==> config.mk <==
export PLATFORM = sky130hd
export DESIGN_NAME = hmpc_top
export DESIGN_NICKNAME = d
export VERILOG_FILES = /design/src/hw/hmpc_sync3.v /design/src/hw/hmpc_stab_cnt.v /design/src/hw/hmpc_top.v
export VERILOG_INCLUDE_DIRS = /design/src /design/src/hw
export SDC_FILE = /design/constraint.sdc
export NUM_CORES = 1
export LEC_CHECK = 0
export ABC_AREA = 1
export BUFFER_PORTS_ARGS = -buffer_cell sky130_fd_sc_hd__buf_2
export CELL_PAD_IN_SITES_DETAIL_PLACEMENT = 1
export CELL_PAD_IN_SITES_GLOBAL_PLACEMENT = 1
export CORE_MARGIN = 10
export CORE_UTILIZATION = 42
export CTS_CLUSTER_SIZE = 12
export DETAILED_ROUTE_END_ITERATION = 12
export PLACE_DENSITY = 0.81
export SLEW_MARGIN = 20
export SYNTH_ARGS = -nofsm -noshare
export SYNTH_HDL_FRONTEND = slang
export SYNTH_SLANG_ARGS = --single-unit
==> constraint.sdc <==
create_clock -name mclk_i -period 1.6 [get_ports mclk_i]
set_clock_uncertainty 0.1 [all_clocks]
set_input_delay 0.24 -clock mclk_i [delete_from_list [all_inputs] [get_ports mclk_i]]
set_output_delay 0.24 -clock mclk_i [all_outputs]
set_load 0.1 [all_outputs]
==> src/hw/hmpc_consts.vh <==
// constants for the halt mode power controller
`ifndef HMPC_CONSTS_VH
`define HMPC_CONSTS_VH
// register offsets (byte addresses)
`define HMPC_ADDR_AWCS     8'h2b
`define HMPC_ADDR_AWPR     8'h2c
`define HMPC_ADDR_MCCS     8'h30
`define HMPC_ADDR_OPT      8'h31
`define HMPC_ADDR_STAT     8'h32
// auto-wake control/status fields
`define HMPC_AWCS_EN       0
`define HMPC_AWCS_MEAS     1
`define HMPC_AWCS_FLAG     2
// main clock control/status field
`define HMPC_MCCS_OIE      0
// option field positions
`define HMPC_OPT_LONG      0
`define HMPC_OPT_WATCHDOG_HALT_OPTION   1
`define HMPC_OPT_WDGEN     2
// reset values
`define HMPC_AWPR_RST      8'hff
// halt opcode
`define HMPC_HALT_OPCODE   8'h8e
// stabilisation delays in cpu cycles
`define HMPC_STAB_SHORT    13'd256
`define HMPC_STAB_LONG     13'd4096
// fixed rc divider
`define HMPC_RC_FIXDIV     64
// forced interrupt mask value
`define HMPC_IMASK_HALT    2'b10
`endif

==> src/hw/hmpc_sync3.v <==
// three-stage pin synchroniser with agreement filter
`timescale 1ns/1ps
module hmpc_sync3
(
   input  wire mclk_i,    // main clock
   input  wire rstn_i,    // async reset, active low
   input  wire async_i,   // raw input
   output reg  sync_o     // filtered level
);
   reg s1_r;
   reg s2_r;
   reg s3_r;

   ////////////////////////////////////////////////////////////////
   // first stage feeds only the second
   always @(posedge mclk_i or negedge rstn_i)
   begin
      if (!rstn_i)
      begin
         s1_r   <= 1'b0;
         s2_r   <= 1'b0;
         s3_r   <= 1'b0;
         sync_o <= 1'b0;
      end
      else
      begin
         s1_r <= async_i;
         s2_r <= s1_r;
         s3_r <= s2_r;
         // change counts once stages two and three agree
         if (s2_r == s3_r)
            sync_o <= s3_r;
      end
   end
endmodule // hmpc_sync3

==> src/hw/hmpc_stab_cnt.v <==
// loadable down counter for oscillator stabilisation
`timescale 1ns/1ps
`include "hmpc_consts.vh"
module hmpc_stab_cnt
(
   input  wire mclk_i,    // main clock
   input  wire rstn_i,    // async reset, active low
   input  wire start_i,   // load pulse
   input  wire long_i,    // 1 selects the long delay
   output wire busy_o,    // counting
   output wire done_o     // one-cycle pulse at expiry
);
   reg [12:0] cnt_r;
   reg        busy_r;

   assign busy_o = busy_r;
   assign done_o = busy_r && (cnt_r == 13'd1);

   ////////////////////////////////////////////////////////////////
   // load and count down
   always @(posedge mclk_i or negedge rstn_i)
   begin
      if (!rstn_i)
      begin
         cnt_r  <= 13'd0;
         busy_r <= 1'b0;
      end
      else if (start_i)
      begin
         cnt_r  <= long_i ? `HMPC_STAB_LONG : `HMPC_STAB_SHORT;
         busy_r <= 1'b1;
      end
      else if (busy_r)
      begin
         cnt_r <= cnt_r - 13'd1;
         if (cnt_r == 13'd1)
            busy_r <= 1'b0;
      end
   end
endmodule // hmpc_stab_cnt

==> src/hw/hmpc_top.v <==
// halt mode power controller: halt, active-halt, auto-wake
// Halt mode rules for this block, the core and software
// halt opcode with both enables clear enters plain halt
// halt opcode with oscillator irq enable only enters active-halt
// halt opcode with auto-wake enable only enters auto-wake halt
// plain halt exit restarts oscillator and waits 256 or 4096 cycles
// any halt entry forces interrupt mask bits to 10b
// plain and auto-wake halt stop oscillator and all clocks except the auto-wake rc
// watchdog on and halt disallowed: halt opcode raises watchdog reset
// active-halt keeps only oscillator and real-time counter running
// active-halt exit by rtc, irq or reset; delay only on reset
// active-halt never gives a watchdog reset on halt opcode
// auto-wake starts rc oscillator, fixed divider then 8-bit prescaler
// auto-wake expiry sets flag, raises irq, restarts oscillator, waits
// reading auto-wake control/status clears flag and its interrupt
// measure bit in run mode enables rc and routes it to capture one
// core stacks condition code and sets priority before servicing wake irq
// auto-wake mode left on halt-exit interrupt or reset like halt
// opcode 0x8e is decoded as the halt instruction
// software may clear pending interrupts before halting
// auto-wake time is 64 times prescaler rc periods plus start-up
// prescaler 00h ignored on write; 01h to ffh divide by 1 to 255
// stabilisation counted by counter loaded with 256 or 4096
`timescale 1ns/1ps
`include "hmpc_consts.vh"
module hmpc_top
(
   input  wire       mclk_i,           // main oscillator clock
   input  wire       rstn_i,           // async reset, active low
   input  wire [7:0] addr_i,           // register address
   input  wire [7:0] wdata_i,          // register write data
   input  wire       wr_i,             // write strobe
   input  wire       rd_i,             // read strobe
   output reg  [7:0] rdata_o,          // read data, cycle after strobe
   input  wire [7:0] opcode_i,         // opcode being executed
   input  wire       opcode_vld_i,     // opcode execute strobe
   input  wire       wake_irq_i,       // halt-exit capable interrupt pending
   input  wire       rtc_irq_i,        // real-time counter interrupt
   input  wire       wake_rc_clock_i,  // rc oscillator clock, async
   input  wire       rc_ready_i,       // rc oscillator started, async
   output wire       osc_enable_o,     // main oscillator enable
   output wire       core_clk_en_o,    // core clock gate
   output wire       periph_clk_en_o,  // peripheral clock gate
   output wire       rtc_clk_en_o,     // real-time counter clock gate
   output wire       rc_enable_o,      // rc oscillator enable
   output wire       timer_capture_input_one_o, // rc clock to timer capture
   output reg        imask_force_o,    // force condition code mask pulse
   output wire [1:0] imask_val_o,      // mask value to force
   output reg        wdg_reset_o,      // watchdog reset request pulse
   output wire       auto_wake_irq_o,  // auto-wake interrupt
   output wire       wake_done_o       // core released after wake pulse
);
   // one-hot states
   localparam [4:0] ST_RUN   = 5'b00001;
   localparam [4:0] ST_HALT  = 5'b00010;
   localparam [4:0] ST_AHALT = 5'b00100;
   localparam [4:0] ST_AWU   = 5'b01000;
   localparam [4:0] ST_STAB  = 5'b10000;

   reg [4:0] state_r;
   reg [4:0] state_nxt;
   reg       boot_r;              // stabilisation after reset pending
   reg       osc_irq_enable_r;
   reg       auto_wake_enable_r;
   reg       auto_wake_measure_r;
   reg       auto_wake_flag_r;
   reg [7:0] auto_wake_prescaler_r;
   reg       opt_long_r;
   reg       watchdog_halt_option_r;
   reg       wdg_enable_r;
   reg [5:0] fix_cnt_r;
   reg [7:0] pre_cnt_r;
   reg       rc_prev_r;
   reg       awu_expire_r;

   wire rc_sync;
   wire rc_rdy_sync;
   wire stab_busy;
   wire stab_done;
   wire halt_op;
   wire halt_ok;
   wire stab_start;
   wire rc_rise;

   ////////////////////////////////////////////////////////////////
   // pin synchronisers
   hmpc_sync3 u_sync_rc
   (
      .mclk_i  (mclk_i),
      .rstn_i  (rstn_i),
      .async_i (wake_rc_clock_i),
      .sync_o  (rc_sync)
   );

   hmpc_sync3 u_sync_rdy
   (
      .mclk_i  (mclk_i),
      .rstn_i  (rstn_i),
      .async_i (rc_ready_i),
      .sync_o  (rc_rdy_sync)
   );

   hmpc_stab_cnt u_stab
   (
      .mclk_i  (mclk_i),
      .rstn_i  (rstn_i),
      .start_i (stab_start),
      .long_i  (opt_long_r),
      .busy_o  (stab_busy),
      .done_o  (stab_done)
   );

   ////////////////////////////////////////////////////////////////
   // halt opcode decode
   assign halt_op = opcode_vld_i && (opcode_i == `HMPC_HALT_OPCODE) && state_r[0] && !boot_r;
   // halt refused when watchdog on and option disallows it, except R10 active-halt entry
   assign halt_ok = (osc_irq_enable_r && !auto_wake_enable_r) || !(wdg_enable_r && !watchdog_halt_option_r);

   // rc rising edge seen on the filtered level, never the first stage
   assign rc_rise = rc_sync && !rc_prev_r;

   ////////////////////////////////////////////////////////////////
   // mode state machine
   always @*
   begin
      state_nxt = state_r;
      case (state_r)
         ST_RUN:
         begin
            if (halt_op && halt_ok)
            begin
               // both enables clear
               if (!osc_irq_enable_r && !auto_wake_enable_r)
                  state_nxt = ST_HALT;
               // oscillator irq enable only
               else if (osc_irq_enable_r && !auto_wake_enable_r)
                  state_nxt = ST_AHALT;
               // auto-wake only
               else if (!osc_irq_enable_r && auto_wake_enable_r)
                  state_nxt = ST_AWU;
               else
                  state_nxt = ST_HALT;
            end
         end
         // plain halt wakes via stabilisation
         ST_HALT:
            if (wake_irq_i)
               state_nxt = ST_STAB;
         // active-halt exit by irq is immediate
         ST_AHALT:
            if (wake_irq_i || rtc_irq_i)
               state_nxt = ST_RUN;
         // interrupt or R12 expiry leaves auto-wake
         ST_AWU:
            if (wake_irq_i || awu_expire_r)
               state_nxt = ST_STAB;
         ST_STAB:
            if (stab_done)
               state_nxt = ST_RUN;
         default:
            state_nxt = ST_RUN;
      endcase
   end

   // oscillator restart from stopped states loads the counter;
   // reset exit loads it once, else the core would never be released
   assign stab_start = ((state_r[1] || state_r[3]) && state_nxt[4]) ||
                       (boot_r && state_r[4] && !stab_busy);

   ////////////////////////////////////////////////////////////////
   // state register; reset exit of every halt state goes through boot delay
   always @(posedge mclk_i or negedge rstn_i)
   begin
      if (!rstn_i)
      begin
         state_r <= ST_STAB;
         boot_r  <= 1'b1;
      end
      else
      begin
         state_r <= state_nxt;
         // reset exit delay also counted here
         if (boot_r && state_r[4] && stab_done)
            boot_r <= 1'b0;
      end
   end

   ////////////////////////////////////////////////////////////////
   // mask force on any halt-class entry; R7 R10 watchdog reset
   always @(posedge mclk_i or negedge rstn_i)
   begin
      if (!rstn_i)
      begin
         imask_force_o <= 1'b0;
         wdg_reset_o   <= 1'b0;
      end
      else
      begin
         imask_force_o <= state_r[0] && !state_nxt[0];
         wdg_reset_o   <= halt_op && !halt_ok;
      end
   end
   assign imask_val_o = `HMPC_IMASK_HALT;

   ////////////////////////////////////////////////////////////////
   // clock gating
   assign osc_enable_o    = !(state_r[1] || state_r[3]);
   assign core_clk_en_o   = state_r[0];
   assign periph_clk_en_o = state_r[0];
   assign rtc_clk_en_o    = state_r[0] || state_r[2];
   // rc runs in auto-wake or while measuring in run
   assign rc_enable_o     = state_r[3] || (state_r[0] && auto_wake_measure_r);
   assign timer_capture_input_one_o = state_r[0] && auto_wake_measure_r && rc_sync;
   assign auto_wake_irq_o = auto_wake_flag_r;
   // core may service the irq once released
   assign wake_done_o     = state_r[4] && stab_done;

   ////////////////////////////////////////////////////////////////
   // fixed divide by 64 then prescaler, after rc start-up
   always @(posedge mclk_i or negedge rstn_i)
   begin
      if (!rstn_i)
      begin
         fix_cnt_r    <= 6'd0;
         pre_cnt_r    <= 8'd0;
         rc_prev_r    <= 1'b0;
         awu_expire_r <= 1'b0;
      end
      else
      begin
         rc_prev_r <= rc_sync;
         if (!state_r[3])
         begin
            fix_cnt_r    <= 6'd0;
            pre_cnt_r    <= auto_wake_prescaler_r;
            awu_expire_r <= 1'b0;
         end
         else if (rc_rdy_sync && rc_rise && !awu_expire_r)
         begin
            fix_cnt_r <= fix_cnt_r + 6'd1;
            if (fix_cnt_r == 6'd63)
            begin
               if (pre_cnt_r == 8'd1)
                  awu_expire_r <= 1'b1;
               else
                  pre_cnt_r <= pre_cnt_r - 8'd1;
            end
         end
      end
   end

   ////////////////////////////////////////////////////////////////
   // register writes and flag
   always @(posedge mclk_i or negedge rstn_i)
   begin
      if (!rstn_i)
      begin
         osc_irq_enable_r       <= 1'b0;
         auto_wake_enable_r     <= 1'b0;
         auto_wake_measure_r    <= 1'b0;
         auto_wake_flag_r       <= 1'b0;
         auto_wake_prescaler_r  <= `HMPC_AWPR_RST;
         opt_long_r             <= 1'b1;
         watchdog_halt_option_r <= 1'b1;
         wdg_enable_r           <= 1'b0;
      end
      else
      begin
         if (wr_i)
         begin
            if (addr_i == `HMPC_ADDR_AWCS)
            begin
               auto_wake_enable_r  <= wdata_i[`HMPC_AWCS_EN];
               auto_wake_measure_r <= wdata_i[`HMPC_AWCS_MEAS];
            end
            // zero prescaler write ignored
            else if (addr_i == `HMPC_ADDR_AWPR)
            begin
               if (wdata_i != 8'h00)
                  auto_wake_prescaler_r <= wdata_i;
            end
            else if (addr_i == `HMPC_ADDR_MCCS)
               osc_irq_enable_r <= wdata_i[`HMPC_MCCS_OIE];
            else if (addr_i == `HMPC_ADDR_OPT)
            begin
               opt_long_r             <= wdata_i[`HMPC_OPT_LONG];
               watchdog_halt_option_r <= wdata_i[`HMPC_OPT_WATCHDOG_HALT_OPTION];
               wdg_enable_r           <= wdata_i[`HMPC_OPT_WDGEN];
            end
         end
         // set wins over R13 read clear
         if (awu_expire_r && state_r[3])
            auto_wake_flag_r <= 1'b1;
         else if (rd_i && addr_i == `HMPC_ADDR_AWCS)
            auto_wake_flag_r <= 1'b0;
      end
   end

   ////////////////////////////////////////////////////////////////
   // read data, one cycle after strobe, zero otherwise
   always @(posedge mclk_i or negedge rstn_i)
   begin
      if (!rstn_i)
         rdata_o <= 8'h00;
      else if (!rd_i)
         rdata_o <= 8'h00;
      else if (addr_i == `HMPC_ADDR_AWCS)
         rdata_o <= {5'h00, auto_wake_flag_r, auto_wake_measure_r, auto_wake_enable_r};
      else if (addr_i == `HMPC_ADDR_AWPR)
         rdata_o <= auto_wake_prescaler_r;
      else if (addr_i == `HMPC_ADDR_MCCS)
         rdata_o <= {7'h00, osc_irq_enable_r};
      else if (addr_i == `HMPC_ADDR_OPT)
         rdata_o <= {5'h00, wdg_enable_r, watchdog_halt_option_r, opt_long_r};
      else if (addr_i == `HMPC_ADDR_STAT)
         rdata_o <= {2'b00, stab_busy, state_r};
      else
         rdata_o <= 8'h00;
   end
endmodule // hmpc_top

==> results of run 1 <==
==> worst reg2reg max path: cells and delay by family, from the launching register on <==
kind	cells	cell delay [ns]
buffers and inverters	1	0.16
and+or+nand+nor	6	0.77
DFF	1	0.59
==> per-stage QoR <==
step	setup WS, ns	setup TNS [ns]	power (mW)
after floorplan	-0.536	-0.544	2.49
after global placement	0.0454	0	2.76
after detailed placement	-0.0378	-0.0378	2.80
after CTS	-0.373	-0.479	4.07
after global routing	-0.526	-3.99	4.42
final	-0.449	-2.05	4.23
==> power breakdown <==
group          total (mW)  switching [mW]  internal, mW
registers            1.98           0.123          1.86
logic               0.978           0.609         0.369
clock network        1.27           0.718         0.554
==> path summary, 6_finish.rpt <==
kind                                      start                  endpoint  slack [ns]
worst min-delay path                 wdata_i[4]  auto_wake_prescaler_r[4]        0.02
worst max register to register       state_r[4]           u_stab.cnt_r[8]       -0.12
worst max-delay path            u_stab.cnt_r[1]               wake_done_o       -0.45
min in group asynchronous                rstn_i          u_stab.cnt_r[10]        0.32
worst min register to register  u_sync_rdy.s1_r           u_sync_rdy.s2_r        0.26
max in group asynchronous                rstn_i  auto_wake_prescaler_r[3]        0.71
==> state kept, by name (all words and copies together) (netlist names), 5 cells and up <==
| name | count |
|---|---|
| pre_cnt_r | 8 |
| u_stab.cnt_r | 13 |
| fix_cnt_r | 6 |
| auto_wake_prescaler_r | 8 |
| state_r | 5 |
| rdata_o | 8 |
==> layout make-up <==
cell class	instances	area share
inverter	64	0.0504
clock buffer	11	0.0263
sequential	69	0.350
timing repair buffer	96	0.159
clock inverter	5	0.00552
multi-input combinational	324	0.381
tap	108	0.0271
==> placed cells by master (no fill, tap or decap), types with 11 or more instances in the layout <==
cell type,n
nand2_1,99
o21ai_0,18
dfstp_2,12
inv_1,52
nor2_1,46
dfrtp_1,54
a21oi_1,11
buf_4,31
buf_2,43
nand3_1,29
nand4_1,17
==> routing by layer <==
metal  part of all wire  global-route usage
met1               0.40               0.206
met2               0.54               0.318
met3              0.043              0.0377
met4              0.019              0.0551
met5                  0                   0
==> cells by family (layout without fill, tap and decap cells) <==
logic type / after synthesis / count (layout) / synth area share
AO/OA/AOI/OAI: 54 / 54 / 0.0828
XOR/XNOR: 11 / 11 / 0.0259
adder cells (fa/ha/maj): 10 / 10 / 0.0323
buffers and inverters: 74 / 176 / 0.0845
flip-flops: 69 / 69 / 0.468
multiplexers: 1 / 1 / 0.00269
other: 2 / 2 / 0.00202
AND/OR/NAND/NOR: 246 / 246 / 0.301
==> what timing repair did <==
action | 4_1_cts | 5_1_grt
endpoints found under the setup margin | 7 | 36
pin swaps | 3 | 11
hold buffers | 3 | 0
buffers inserted | 6 | 12
gates resized for setup | 17 | 52
cloned | 0 | 1
hold endpoints to repair | 59 | 0
==> flow_summary.html, run 1 <==
<table>
<tr><th>Metric</th><th>Value</th></tr>
<tr><th colspan="2">Floorplan</th></tr>
<tr><td>Die Outline Area</td><td>13000 um2</td></tr>
<tr><td>Horizontal die dimension</td><td>between 100 and 150 um</td></tr>
<tr><td>I/O Pins</td><td>53</td></tr>
<tr><td>Initial Utilization</td><td>0.428</td></tr>
<tr><td>CORE AREA</td><td>8680 um2</td></tr>
<tr><td>Die Span Y</td><td>114 um</td></tr>
<tr><td>Cell Rows</td><td>34</td></tr>
<tr><th colspan="2">Placement</th></tr>
<tr><td>Detailed placer's ending HPWL</td><td>roughly 8300 um</td></tr>
<tr><td>Port bufs</td><td>50</td></tr>
<tr><td>Placed cell areas</td><td>roughly 4400 um2</td></tr>
<tr><td>Final Wtd Congestion</td><td>0.893</td></tr>
<tr><td>Number of instances in the placed design</td><td>639</td></tr>
<tr><th colspan="2">Logic synthesis</th></tr>
<tr><td>Total of warnings raised by yosys</td><td>0</td></tr>
<tr><td>Cell taking the most area after synthesis</td><td>dfrtp_1</td></tr>
<tr><td>Number of enable flip-flop cells after synthesis</td><td>0</td></tr>
<tr><td>Commonest cells in the netlist</td><td>nand2_1 (106), nor2_1 (63), inv_1 (59), dfrtp_1 (57), nand3_1 (32)</td></tr>
<tr><td>Post-synthesis average cell area</td><td>7.96 um2</td></tr>
<tr><td>Ys flop type</td><td>dfrtp_1</td></tr>
<tr><td>Number of storage elements in the synthesis netlist</td><td>69</td></tr>
<tr><td>Count of unique library cells instantiated by Yosys</td><td>38</td></tr>
<tr><td>Dominant cells by area after synthesis</td><td>dfrtp_1 (38%), nand2_1 (11%), dfstp_2 (8.5%)</td></tr>
<tr><td>Sequential-to-total area share from yosys stat</td><td>0.468</td></tr>
<tr><td>Nets in the synthesized netlist</td><td>508</td></tr>
<tr><td>Synth Instances</td><td>467</td></tr>
<tr><td>Post-synthesis instance area</td><td>3720 um2</td></tr>
<tr><td>Async set or reset register ratio after synthesis</td><td>1.00</td></tr>
<tr><td>Count leader, synth</td><td>nand2_1</td></tr>
<tr><td>Area share of the largest cell type after synthesis</td><td>0.384</td></tr>
<tr><th colspan="2">Layout</th></tr>
<tr><td>Layout cells sized above 1</td><td>0.355</td></tr>
<tr><td>Diode insertion count for antenna repair</td><td>0</td></tr>
<tr><td>Final net count</td><td>605</td></tr>
<tr><td>Filler cells</td><td>1053</td></tr>
<tr><td>Storage cell area</td><td>between 1500 and 2000 um2</td></tr>
<tr><td>Combined area of the multi-input logic cells</td><td>between 1500 and 2000 um2</td></tr>
<tr><td>Post-Route Utilization</td><td>0.575</td></tr>
<tr><td>Design Area, Final</td><td>4990 um2</td></tr>
<tr><td>Non-Filler Instances</td><td>677</td></tr>
<tr><td>Area grow syn2layout</td><td>34.1%</td></tr>
<tr><th colspan="2">Global routing</th></tr>
<tr><td>Aggregate global routing overflow</td><td>0</td></tr>
<tr><td>Maximum number of pins on one net before global-route repair</td><td>70</td></tr>
<tr><td>Total track usage</td><td>0.178</td></tr>
<tr><td>Wire length of the first global-routing pass</td><td>18800 um</td></tr>
<tr><td>Via count of the first global-routing pass</td><td>3836</td></tr>
<tr><td>Antenna violations before repair</td><td>0</td></tr>
<tr><th colspan="2">Drt</th></tr>
<tr><td>Post-DR vias/cell</td><td>5.34</td></tr>
<tr><td>Number of routed nets with antenna violations</td><td>0</td></tr>
<tr><td>Detailed-route DRC error count</td><td>0</td></tr>
<tr><td>Router iterations before antenna repair</td><td>4</td></tr>
<tr><td>Via count</td><td>3618</td></tr>
<tr><td>First DRT Iteration DRCs</td><td>168</td></tr>
<tr><td>WL final</td><td>13100 um</td></tr>
<tr><td>Routed wirelength normalized by instance count</td><td>19.4 um</td></tr>
<tr><th colspan="2">Power and ir drop</th></tr>
<tr><td>Leakage</td><td>around 2.4 nW</td></tr>
<tr><td>Highest ir drop seen on vdd</td><td>0.459 mV</td></tr>
<tr><td>Cell Pwr Density</td><td>849 nW/um2</td></tr>
<tr><th colspan="2">Setup path</th></tr>
<tr><td>Number of cells on the worst reg-to-reg path</td><td>7</td></tr>
<tr><td>Kind of cell adding the most delay to the critical path</td><td>simple AND/OR/NAND/NOR gates</td></tr>
<tr><td>Crit path DAT</td><td>1.71 ns</td></tr>
<tr><td>Buffers plus inverters on the worst setup path</td><td>2</td></tr>
<tr><td>Slowest-stage cell, CP</td><td>dfrtp_1</td></tr>
<tr><td>Levels on crit path</td><td>5</td></tr>
<tr><td>Highest net fanout along the worst path</td><td>3</td></tr>
<tr><td>CP peak stage delay</td><td>around 0.41 ns</td></tr>
<tr><td>Cell breakdown of the critical path</td><td>inv_1 &gt; ha_2 &gt; nand4_1 &gt; nor4_4 &gt; buf_12</td></tr>
<tr><td>Crit Path Class</td><td>reg2out</td></tr>
<tr><td>CP Launch Type</td><td>flop</td></tr>
<tr><td>Critical path capture point type</td><td>primary output</td></tr>
<tr><td>CP required</td><td>1.26 ns</td></tr>
<tr><th colspan="2">Timing</th></tr>
<tr><td>RSZ-0062 raised after global routing</td><td>true</td></tr>
<tr><td>Fin crit period</td><td>2.05 ns</td></tr>
<tr><td>Least setup slack across all paths after layout</td><td>-0.449 ns</td></tr>
<tr><td>Fin. max-slew vios</td><td>0</td></tr>
<tr><td>Final-layout worst hold slack</td><td>0.0229 ns</td></tr>
<tr><td>Fin. Hold Viols</td><td>0</td></tr>
<tr><td>Period utilisation layout</td><td>1.28</td></tr>
<tr><td>Count of endpoints failing setup in the final report</td><td>19</td></tr>
<tr><td>Fmax</td><td>just under 0.5 GHz</td></tr>
<tr><th colspan="2">CTS</th></tr>
<tr><td>Clock sink count</td><td>69</td></tr>
<tr><td># H-tree levels</td><td>3</td></tr>
<tr><td>Insertion delay to the later sink of the worst-skew pair</td><td>0.36 ns</td></tr>
<tr><td>Maximum clock insertion buffer count</td><td>2</td></tr>
<tr><td>Clock-pin slew of the registers on the worst-case setup and hold paths</td><td>0.08 ns</td></tr>
<tr><td>TritonCTS buffer count</td><td>9</td></tr>
<tr><td>CTS tree</td><td>built</td></tr>
<tr><td>Root buffer cell</td><td>clkbuf_8</td></tr>
<tr><th colspan="2">Worst hold path</th></tr>
<tr><td>Hold crit path type</td><td>in2reg</td></tr>
<tr><td>WHS Path Cells</td><td>3</td></tr>
<tr><th colspan="2">Flow run</th></tr>
<tr><td>Count of max-cap constraint violations</td><td>0</td></tr>
<tr><th colspan="2">Run status</th></tr>
<tr><td>Failing checks</td><td>setup timing</td></tr>
<tr><td>Result of the run</td><td>finished with violations</td></tr>
</table>
Power figures use the tool's default switching activity.
==> run 2, diff against run 1 <==
ABC_AREA = not set   (was 1)
CORE_UTILIZATION = 44   (was 42)
==> run 2 against run 1 <==
Effect of this change: the run still ends with setup timing left; worst setup slack got worse by 0.39 ns; die area down 7.4%; via count rose by 18%; sequential share of layout area fell by 5.0 points; cell area increased by 17%; largest power group is now the clock network; power rose by 33%; critical path depth did not move; non-clock buffer count is 66 higher; critical path type unchanged; global-route usage grew 12 points; utilization increased by 17 points; maximum frequency is 16% lower.
==> flow_summary.html, run 2 <==
<table>
<tr><th>Metric</th><th>Value</th></tr>
<tr><th colspan="2">Run status</th></tr>
<tr><td>Result of the run</td><td>finished with violations</td></tr>
<tr><td>Failing checks</td><td>setup timing</td></tr>
<tr><th colspan="2">Setup path</th></tr>
<tr><td>CP Launch Type</td><td>flop</td></tr>
<tr><td>Crit path DAT</td><td>2.09 ns (+0.38 ns)</td></tr>
<tr><td>Slowest-stage cell, CP</td><td>dfrtp_1</td></tr>
<tr><td>CP required</td><td>1.26 ns (about the same)</td></tr>
<tr><td>Reg-to-reg startpoint</td><td>u_stab.cnt_r[0]</td></tr>
<tr><td>CP peak stage delay</td><td>0.48 ns (+0.07 ns)</td></tr>
<tr><td>Cell breakdown of the critical path</td><td>nor4_4 &gt; buf_4 &gt; and2_4 &gt; and4_4 &gt; buf_12</td></tr>
<tr><td>Critical path capture point type</td><td>primary output</td></tr>
<tr><td>Beginning of the critical path</td><td>u_stab.cnt_r[5]</td></tr>
<tr><td>Crit Path Class</td><td>reg2out</td></tr>
<tr><td>Highest net fanout along the worst path</td><td>3 (unchanged)</td></tr>
<tr><th colspan="2">Power and ir drop</th></tr>
<tr><td>Power consumption</td><td>5.61 mW (+33%)</td></tr>
<tr><td>Net Sw Frac</td><td>0.365 (+0.0231)</td></tr>
<tr><td>Highest ir drop seen on vdd</td><td>0.830 mV (+81%)</td></tr>
<tr><td>Clock share of power</td><td>0.353 (+0.053)</td></tr>
<tr><td>Relative contribution of sequential cells to total power</td><td>0.349 (-0.120)</td></tr>
<tr><td>Leakage</td><td>2.63 nW (+9.1%)</td></tr>
<tr><td>Net switching power figure</td><td>2.05 mW (+42%)</td></tr>
<tr><td>Cell Pwr Density</td><td>966 nW/um2 (+14%)</td></tr>
<tr><td>Combinational cell fraction of total power</td><td>0.298 (+0.067)</td></tr>
<tr><td>Internal power summed over all cells</td><td>3.56 mW (+28%)</td></tr>
<tr><th colspan="2">Global routing</th></tr>
<tr><td>Antenna violations before repair</td><td>3 (+3)</td></tr>
<tr><td>Wire length of the first global-routing pass</td><td>26100 um (+39%)</td></tr>
<tr><td>Aggregate global routing overflow</td><td>0 (unchanged)</td></tr>
<tr><td>Total track usage</td><td>0.296 (+0.118)</td></tr>
<tr><td>Via count of the first global-routing pass</td><td>4204 (+9.6%)</td></tr>
<tr><td>Maximum number of pins on one net before global-route repair</td><td>70 (unchanged)</td></tr>
<tr><th colspan="2">Layout</th></tr>
<tr><td>Storage cell area</td><td>1750 um2 (about the same)</td></tr>
<tr><td>Layout cells sized above 1</td><td>0.587 (+0.232)</td></tr>
<tr><td>Largest register by flop count</td><td>u_stab.cnt_r</td></tr>
<tr><td>Combined area of the multi-input logic cells</td><td>2280 um2 (+20%)</td></tr>
<tr><td>Final net count</td><td>537 (-11%)</td></tr>
<tr><td>Top library cells by usage in the layout, fill and taps aside</td><td>buf_4 (81), dfrtp_1 (53), buf_2 (42)</td></tr>
<tr><td>Flip-flop count of the largest register, all copies and words added</td><td>13 (unchanged)</td></tr>
<tr><td>Post-Route Utilization</td><td>0.744 (+0.170)</td></tr>
<tr><td>Filler cells</td><td>733 (-30%)</td></tr>
<tr><td>Non-Filler Instances</td><td>606 (-10%)</td></tr>
<tr><td>Area grow syn2layout</td><td>63.7%</td></tr>
<tr><td>Most common library cell in the layout ignoring fill and taps</td><td>buf_4</td></tr>
<tr><th colspan="2">Floorplan</th></tr>
<tr><td>Horizontal die dimension</td><td>110 um (-3.7%)</td></tr>
<tr><td>Initial Utilization</td><td>0.455 (+0.0262)</td></tr>
<tr><td>CORE AREA</td><td>7810 um2 (-10%)</td></tr>
<tr><td>Die Outline Area</td><td>12100 um2 (-7.4%)</td></tr>
<tr><td>I/O Pins</td><td>53 (unchanged)</td></tr>
<tr><td>Cell Rows</td><td>32 (-5.9%)</td></tr>
<tr><td>Die Span Y</td><td>110 um (-3.7%)</td></tr>
<tr><th colspan="2">Logic synthesis</th></tr>
<tr><td>Number of enable flip-flop cells after synthesis</td><td>0 (unchanged)</td></tr>
<tr><td>Sequential-to-total area share from yosys stat</td><td>0.491 (+0.0223)</td></tr>
<tr><td>Commonest cells in the netlist</td><td>dfrtp_1 (57), nor2_1 (33), nand2_1 (23), mux2_2 (14)</td></tr>
<tr><td>Count of unique library cells instantiated by Yosys</td><td>58 (+53%)</td></tr>
<tr><td>Cell taking the most area after synthesis</td><td>dfrtp_1</td></tr>
<tr><td>Post-Synth XOR/XNOR Area</td><td>0.0419 (+0.0160)</td></tr>
<tr><td>Number of storage elements in the synthesis netlist</td><td>69 (unchanged)</td></tr>
<tr><td>Total of warnings raised by yosys</td><td>0 (unchanged)</td></tr>
<tr><td>Synth Instances</td><td>340 (-27%)</td></tr>
<tr><td>Proportion of synthesized area in mux cells</td><td>0.0472 (+0.0445)</td></tr>
<tr><td>Combinational family with the most area after synthesis</td><td>simple AND/OR/NAND/NOR gates</td></tr>
<tr><td>Ys flop type</td><td>dfrtp_1</td></tr>
<tr><td>Dominant cells by area after synthesis</td><td>dfrtp_1 (40%), dfstp_2 (8.9%), mux2_2 (4.4%)</td></tr>
<tr><td>Count leader, synth</td><td>dfrtp_1</td></tr>
<tr><td>Nets in the synthesized netlist</td><td>381 (-25%)</td></tr>
<tr><td>Arithmetic-cell share of the synthesized area counting full adders, half adders and majority gates</td><td>0.0338 (+0.00154)</td></tr>
<tr><td>Post-synthesis instance area</td><td>3550 um2 (-4.5%)</td></tr>
<tr><td>Post-synthesis average cell area</td><td>10.4 um2 (+31%)</td></tr>
<tr><td>Async set or reset register ratio after synthesis</td><td>1.00 (unchanged)</td></tr>
<tr><td>Area share of the largest cell type after synthesis</td><td>0.402 (+0.0183)</td></tr>
<tr><td>Post-synthesis simple-gate area fraction</td><td>0.243 (-0.0586)</td></tr>
<tr><td>Post-synthesis compound-gate area fraction</td><td>0.105 (+0.0219)</td></tr>
<tr><th colspan="2">Flow run</th></tr>
<tr><td>Count of max-cap constraint violations</td><td>0 (unchanged)</td></tr>
<tr><th colspan="2">Drt</th></tr>
<tr><td>Routed wirelength normalized by instance count</td><td>38.9 um (+100%)</td></tr>
<tr><td>WL final</td><td>23500 um (+80%)</td></tr>
<tr><td>Detailed-route DRC error count</td><td>0 (unchanged)</td></tr>
<tr><td>Post-DR vias/cell</td><td>7.06 (+32%)</td></tr>
<tr><td>First DRT Iteration DRCs</td><td>499 (+200%)</td></tr>
<tr><td>Via count</td><td>4280 (+18%)</td></tr>
<tr><td>Router iterations before antenna repair</td><td>5 (+1)</td></tr>
<tr><td>Number of routed nets with antenna violations</td><td>0 (unchanged)</td></tr>
<tr><th colspan="2">Placement</th></tr>
<tr><td>Number of instances in the placed design</td><td>557 (-13%)</td></tr>
<tr><td>Port bufs</td><td>50 (unchanged)</td></tr>
<tr><td>Final Wtd Congestion</td><td>0.863 (-3.3%)</td></tr>
<tr><td>Detailed placer's ending HPWL</td><td>8890 um (+7.6%)</td></tr>
<tr><th colspan="2">CTS</th></tr>
<tr><td>Maximum clock insertion buffer count</td><td>2 (unchanged)</td></tr>
<tr><td>CTS tree</td><td>built</td></tr>
<tr><td>Insertion delay to the later sink of the worst-skew pair</td><td>0.40 ns (+0.04 ns)</td></tr>
<tr><td>Clock-pin slew of the registers on the worst-case setup and hold paths</td><td>0.10 ns (+0.02 ns)</td></tr>
<tr><td>Clock sink count</td><td>69 (unchanged)</td></tr>
<tr><td>TritonCTS buffer count</td><td>9 (unchanged)</td></tr>
<tr><td># H-tree levels</td><td>3 (unchanged)</td></tr>
<tr><td>Root buffer cell</td><td>clkbuf_8</td></tr>
<tr><th colspan="2">Timing</th></tr>
<tr><td>Least setup slack across all paths after layout</td><td>-0.834 ns (-0.385 ns)</td></tr>
<tr><td>Slew at the pin with the worst max-slew slack</td><td>0.514 ns</td></tr>
<tr><td>Fin crit period</td><td>2.43 ns (+0.385 ns)</td></tr>
<tr><td>Fin. Hold Viols</td><td>0 (unchanged)</td></tr>
<tr><td>Fmax</td><td>0.411 GHz (-16%)</td></tr>
<tr><td>Worst slew slack as a fraction of its limit</td><td>0.654</td></tr>
<tr><td>RSZ-0062 raised after global routing</td><td>true</td></tr>
<tr><td>Fin. max-slew vios</td><td>0 (unchanged)</td></tr>
<tr><td>Count of endpoints failing setup in the final report</td><td>46 (+27)</td></tr>
<tr><td>Period utilisation layout</td><td>1.52 (+0.241)</td></tr>
<tr><th colspan="2">Worst hold path</th></tr>
<tr><td>Hold crit path type</td><td>in2reg</td></tr>
<tr><td>Startpoint of the tightest hold check path</td><td>wdata_i[5]</td></tr>
</table>
## run 2: cell count changes in the layout (fill, tap and decap cells not counted), moves of 9 or more
cell	previous run	this run
a21oi_1	11	1
buf_4	31	81
buf_6	8	23
inv_1	52	7
nand2_1	99	17
nand3_1	29	7
nand4_1	17	4
nor2_1	46	24
o21ai_0	18	5
o21ai_2	9	0
## run 2: cell families (layout without fill, tap and decap cells)
| group | count (synthesis) | count (layout) |
|---|---|---|
| compound gates | 53 | 53 |
| buf+inv | 29 | 190 |
| flops | 69 | 69 |
| simple gates | 145 | 145 |
| other cells | 2 | 5 |
| mux | 15 | 15 |
| xor+xnor | 17 | 17 |
| fa+ha+maj | 10 | 10 |
## run 2: final cells by class
| type | instances | area share |
|---|---|---|
| clock inverters | 7 | 0.0211 |
| multi-input cells | 242 | 0.392 |
| flip-flops and latches | 69 | 0.301 |
| repair buffers | 162 | 0.232 |
| diodes | 3 | 0.00129 |
| well taps | 102 | 0.0220 |
| clock buffers | 9 | 0.0213 |
| inverters | 12 | 0.00883 |
## run 2: routing by layer
layer	wire length [um]	track usage	up-vias
met4	2450	0.187	0
met2	10600	0.492	456
met5	0	0	-
met3	2820	0.0825	202
met1	7720	0.328	2089
li1	-	-	1533
## run 2: final timing paths
| kind | end | slack (ns) | cells after the start |
|---|---|---|---|
| max | wake_done_o | -0.83 | 5 |
| min | auto_wake_prescaler_r[5] | 0.03 | 2 |
| max reg2reg | u_stab.cnt_r[11] | -0.77 | 4 |
| min reg2reg | u_sync_rdy.s2_r | 0.27 | 0 |
| max in group asynchronous | watchdog_halt_option_r | 0.74 | 3 |
| min in group asynchronous | u_sync_rdy.sync_o | 0.31 | 3 |
## run 2: stage by stage
| stage | instance area (um2) | setup slack, ns | TNS [ns] | hold WS [ns] |
|---|---|---|---|---|
| 3_3_place_gp | 4710 | -0.539 | -6.04 | 0.189 |
| 2_1_floorplan | 3750 | -0.617 | -10.49 | -0.156 |
| 5_1_grt | 5810 | -0.849 | -14.61 | 0.0193 |
| 3_5_place_dp | 4710 | -0.649 | -8.91 | 0.193 |
| 4_1_cts | 5500 | -0.629 | -6.79 | 0.0271 |
| 6_report | 5810 | -0.834 | -13.79 | 0.0280 |
## run 2: repair_timing
item	CTS	global route
gates cloned	0	1
pin swaps	40	37
buffers inserted	19	19
endpoints found under the setup margin	39	43
resized for setup	86	48
hold buffers	3	0
endpoints found under the hold margin	59	0
## run 2: power groups by stage
stage / registers [mW] / logic (mW) / clock network (mW)
global route: 1.96 / 1.70 / 2.01
floorplan: 2.03 / 0.590 / 0
CTS: 1.92 / 1.42 / 1.81
global placement: 1.93 / 1.11 / 0
detailed placement: 1.94 / 1.16 / 0
finish: 1.96 / 1.67 / 1.98
## run 2: worst max-delay path: cells and delay by family, from the launching register on
family | cells | cell delay [ns]
simple gates | 3 | 0.83
buf+inv | 2 | 0.40
flops | 1 | 0.48
==> run 3, diff against run 2 <==
CORE_UTILIZATION = 48   (was 44)
PLACE_DENSITY = 0.87   (was 0.81)
clock period = 3.01 ns   (was 1.6 ns; I/O delays follow)
==> run 3 against run 2 <==
Effect of this change: the flow now finishes without violations; highest routed layer unchanged; cell area fell by 28%; non-clock buffer count fell by 107; sequential cell count did not move; register-to-register slack improved by 1.3 ns; critical endpoint unchanged; via count fell by 33%; critical path type unchanged; die area fell by 6.8%; worst setup slack improved by 1.1 ns; sequential share of layout area rose by 12 points; utilization fell by 17 points.
==> flow_summary.html, run 3 (same netlist as run 2, synthesis figures left out) <==
<table>
<tr><th>Metric</th><th>Value</th></tr>
<tr><th colspan="2">Timing</th></tr>
<tr><td>Period utilisation layout</td><td>0.909</td></tr>
<tr><td>Fin. Hold Viols</td><td>0 (unchanged)</td></tr>
<tr><td>Fin. max-slew vios</td><td>0 (unchanged)</td></tr>
<tr><td>Fmax</td><td>about 0.37 GHz</td></tr>
<tr><td>Worst slew slack as a fraction of its limit</td><td>0.395 (-0.259)</td></tr>
<tr><td>Post-route setup TNS</td><td>0 ns (+13.79 ns)</td></tr>
<tr><td>Fin crit period</td><td>2.74 ns</td></tr>
<tr><td>RSZ-0062 raised after global routing</td><td>false</td></tr>
<tr><td>Count of endpoints failing setup in the final report</td><td>0 (-100%)</td></tr>
<tr><td>Slew at the pin with the worst max-slew slack</td><td>0.907 ns (+0.394 ns)</td></tr>
<tr><th colspan="2">Drt</th></tr>
<tr><td>WL final</td><td>9820 um (-58%)</td></tr>
<tr><td>First DRT Iteration DRCs</td><td>93 (-81%)</td></tr>
<tr><td>Detailed-route DRC error count</td><td>0 (unchanged)</td></tr>
<tr><td>Router iterations before antenna repair</td><td>4 (-1)</td></tr>
<tr><td>Via count</td><td>2849 (-33%)</td></tr>
<tr><td>Routed wirelength normalized by instance count</td><td>19.9 um (-49%)</td></tr>
<tr><td>Post-DR vias/cell</td><td>5.78 (-18%)</td></tr>
<tr><td>Number of routed nets with antenna violations</td><td>0 (unchanged)</td></tr>
<tr><th colspan="2">CTS</th></tr>
<tr><td># H-tree levels</td><td>3 (unchanged)</td></tr>
<tr><td>Cts-stage hold buffer count</td><td>0 (-3)</td></tr>
<tr><td>TritonCTS buffer count</td><td>9 (unchanged)</td></tr>
<tr><td>Maximum clock insertion buffer count</td><td>2 (unchanged)</td></tr>
<tr><td>Setup Buffers After CTS</td><td>0 (-19)</td></tr>
<tr><td>Clock-pin slew of the registers on the worst-case setup and hold paths</td><td>0.07 ns (-0.03 ns)</td></tr>
<tr><td>Root buffer cell</td><td>clkbuf_8</td></tr>
<tr><td>CTS tree</td><td>built</td></tr>
<tr><td>Insertion delay to the later sink of the worst-skew pair</td><td>0.36 ns (-0.04 ns)</td></tr>
<tr><td>Clock sink count</td><td>69 (unchanged)</td></tr>
<tr><td>Post-CTS sizing</td><td>0 (-100%)</td></tr>
<tr><th colspan="2">Setup path</th></tr>
<tr><td>Number of cells on the worst reg-to-reg path</td><td>4 (unchanged)</td></tr>
<tr><td>Crit path DAT</td><td>2.19 ns (+0.10 ns)</td></tr>
<tr><td>Highest net fanout along the worst path</td><td>3 (unchanged)</td></tr>
<tr><td>Crit Path Class</td><td>reg2out</td></tr>
<tr><td>Reg-to-reg startpoint</td><td>u_stab.busy_o</td></tr>
<tr><td>Critical path capture point type</td><td>primary output</td></tr>
<tr><td>FF-to-FF setup slack</td><td>0.55 ns (+1.32 ns)</td></tr>
<tr><td>CP Launch Type</td><td>flop</td></tr>
<tr><td>Critical R2R Capture</td><td>u_stab.cnt_r[11]</td></tr>
<tr><td>CP required</td><td>2.46 ns (+1.20 ns)</td></tr>
<tr><th colspan="2">Global routing</th></tr>
<tr><td>Antenna violations before repair</td><td>0 (-3)</td></tr>
<tr><td>Aggregate global routing overflow</td><td>0 (unchanged)</td></tr>
<tr><td>Maximum number of pins on one net before global-route repair</td><td>40 (-43%)</td></tr>
<tr><td>Wire length of the first global-routing pass</td><td>16200 um (-38%)</td></tr>
<tr><td>Via count of the first global-routing pass</td><td>3246 (-23%)</td></tr>
<tr><td>Total track usage</td><td>0.179 (-0.117)</td></tr>
<tr><th colspan="2">Power and ir drop</th></tr>
<tr><td>Clock share of power</td><td>0.431 (+0.078)</td></tr>
<tr><td>Internal power summed over all cells</td><td>1.80 mW (-49%)</td></tr>
<tr><td>Leakage</td><td>1.83 nW (-31%)</td></tr>
<tr><td>Net Sw Frac</td><td>0.291 (-0.0745)</td></tr>
<tr><td>Cell Pwr Density</td><td>610 nW/um2 (-37%)</td></tr>
<tr><td>Net switching power figure</td><td>0.739 mW (-64%)</td></tr>
<tr><td>Relative contribution of sequential cells to total power</td><td>0.411 (+0.062)</td></tr>
<tr><td>Highest ir drop seen on vdd</td><td>0.451 mV (-46%)</td></tr>
<tr><td>Combinational cell fraction of total power</td><td>0.157 (-0.141)</td></tr>
<tr><th colspan="2">Worst hold path</th></tr>
<tr><td>Startpoint of the tightest hold check path</td><td>wake_rc_clock_i</td></tr>
<tr><td>Hold crit path type</td><td>in2reg</td></tr>
<tr><td>Hold Crit Endpoint</td><td>u_sync_rc.s1_r</td></tr>
<tr><td>WHS Path Cells</td><td>1 (-1)</td></tr>
<tr><th colspan="2">Floorplan</th></tr>
<tr><td>I/O Pins</td><td>53 (unchanged)</td></tr>
<tr><td>CORE AREA</td><td>7210 um2 (-7.6%)</td></tr>
<tr><td>Die Span Y</td><td>106 um (-3.5%)</td></tr>
<tr><td>Initial Utilization</td><td>0.492 (+0.0374)</td></tr>
<tr><td>Horizontal die dimension</td><td>106 um (-3.5%)</td></tr>
<tr><td>Die Outline Area</td><td>11200 um2 (-6.8%)</td></tr>
<tr><td>Cell Rows</td><td>31 (-3.1%)</td></tr>
<tr><th colspan="2">Flow run</th></tr>
<tr><td>Count of max-cap constraint violations</td><td>0 (unchanged)</td></tr>
<tr><th colspan="2">Run status</th></tr>
<tr><td>Result of the run</td><td>completed</td></tr>
<tr><th colspan="2">Placement</th></tr>
<tr><td>Detailed placer's ending HPWL</td><td>6580 um (-26%)</td></tr>
<tr><td>Port bufs</td><td>50 (unchanged)</td></tr>
<tr><td>Number of instances in the placed design</td><td>477 (-14%)</td></tr>
<tr><td>Final Wtd Congestion</td><td>0.834 (-3.4%)</td></tr>
<tr><th colspan="2">Layout</th></tr>
<tr><td>Diode insertion count for antenna repair</td><td>0 (-3)</td></tr>
<tr><td>Largest register by flop count</td><td>u_stab.cnt_r</td></tr>
<tr><td>Flip-flop count of the largest register, all copies and words added</td><td>13 (unchanged)</td></tr>
<tr><td>Most common library cell in the layout ignoring fill and taps</td><td>dfrtp_1</td></tr>
<tr><td>Non-Filler Instances</td><td>493 (-19%)</td></tr>
<tr><td>Area grow syn2layout</td><td>17.3%</td></tr>
<tr><td>Layout cells sized above 1</td><td>0.274 (-0.313)</td></tr>
<tr><td>Top library cells by usage in the layout, fill and taps aside</td><td>dfrtp_1 (57), buf_2 (50), nor2_1 (33)</td></tr>
<tr><td>Final net count</td><td>430 (-20%)</td></tr>
<tr><td>Filler cells</td><td>829 (+13%)</td></tr>
</table>
[run 3: stage by stage]
| step | instance area (um2) | util | hold WS, ns | power, mW | setup WS (ns) |
|---|---|---|---|---|---|
| 6_report | 4160 | 0.577 | 0.0984 | 2.54 | 0.272 |
| 5_1_grt | 4160 | 0.577 | 0.0964 | 2.63 | 0.144 |
| 4_1_cts | 4160 | 0.577 | 0.0973 | 2.55 | 0.255 |
| 3_5_place_dp | 3880 | 0.537 | 0.236 | 1.45 | 0.592 |
| 3_3_place_gp | 3880 | 0.537 | 0.236 | 1.44 | 0.636 |
| 2_1_floorplan | 3550 | - | 0.0559 | 1.35 | 0.300 |
[run 3: layout make-up]
| class | instances | area, um2 | share of cell area |
|---|---|---|---|
| Tap cell | 99 | 124 | 0.0298 |
| Clock buffer | 10 | 128 | 0.0307 |
| Sequential cell | 69 | 1740 | 0.418 |
| Inverter | 12 | 45.0 | 0.0108 |
| Multi-Input combinational cell | 242 | 1680 | 0.403 |
| Timing Repair Buffer | 55 | 288 | 0.0691 |
| Clock inverter | 6 | 159 | 0.0382 |
[run 3: worst max-delay path by stage]
stage | from | cells after the start | to | slack [ns]
2_1_floorplan | state_r[0] | 2 | timer_capture_input_one_o | 0.30
3_3_place_gp | u_stab.busy_o | 4 | u_stab.cnt_r[11] | 0.64
3_5_place_dp | u_stab.busy_o | 4 | u_stab.cnt_r[11] | 0.59
4_1_cts | u_stab.cnt_r[1] | 6 | wake_done_o | 0.25
5_1_grt | u_stab.cnt_r[1] | 6 | wake_done_o | 0.14
6_report | u_stab.cnt_r[1] | 6 | wake_done_o | 0.27
[run 3: power by group through the flow]
stage	registers [mW]	clock network, mW	logic, mW
2_1_floorplan	1.07	0	0.278
6_report	1.04	1.10	0.400
3_5_place_dp	1.06	0	0.395
5_1_grt	1.05	1.15	0.429
4_1_cts	1.04	1.11	0.403
3_3_place_gp	1.06	0	0.385
[run 3: routing by layer]
layer / wire length [um] / global-route usage
met1: 4260 / 0.217
met2: 4960 / 0.302
met3: 423 / 0.0362
met4: 183 / 0.0774
met5: 0 / 0
[run 3: critical path: stages (launching register included)]
cell	delay, ns
dfrtp_1	0.41
inv_1	0.10
ha_1	0.14
nor4b_1	0.31
and2_1	0.21
and4_1	0.23
buf_2	0.44
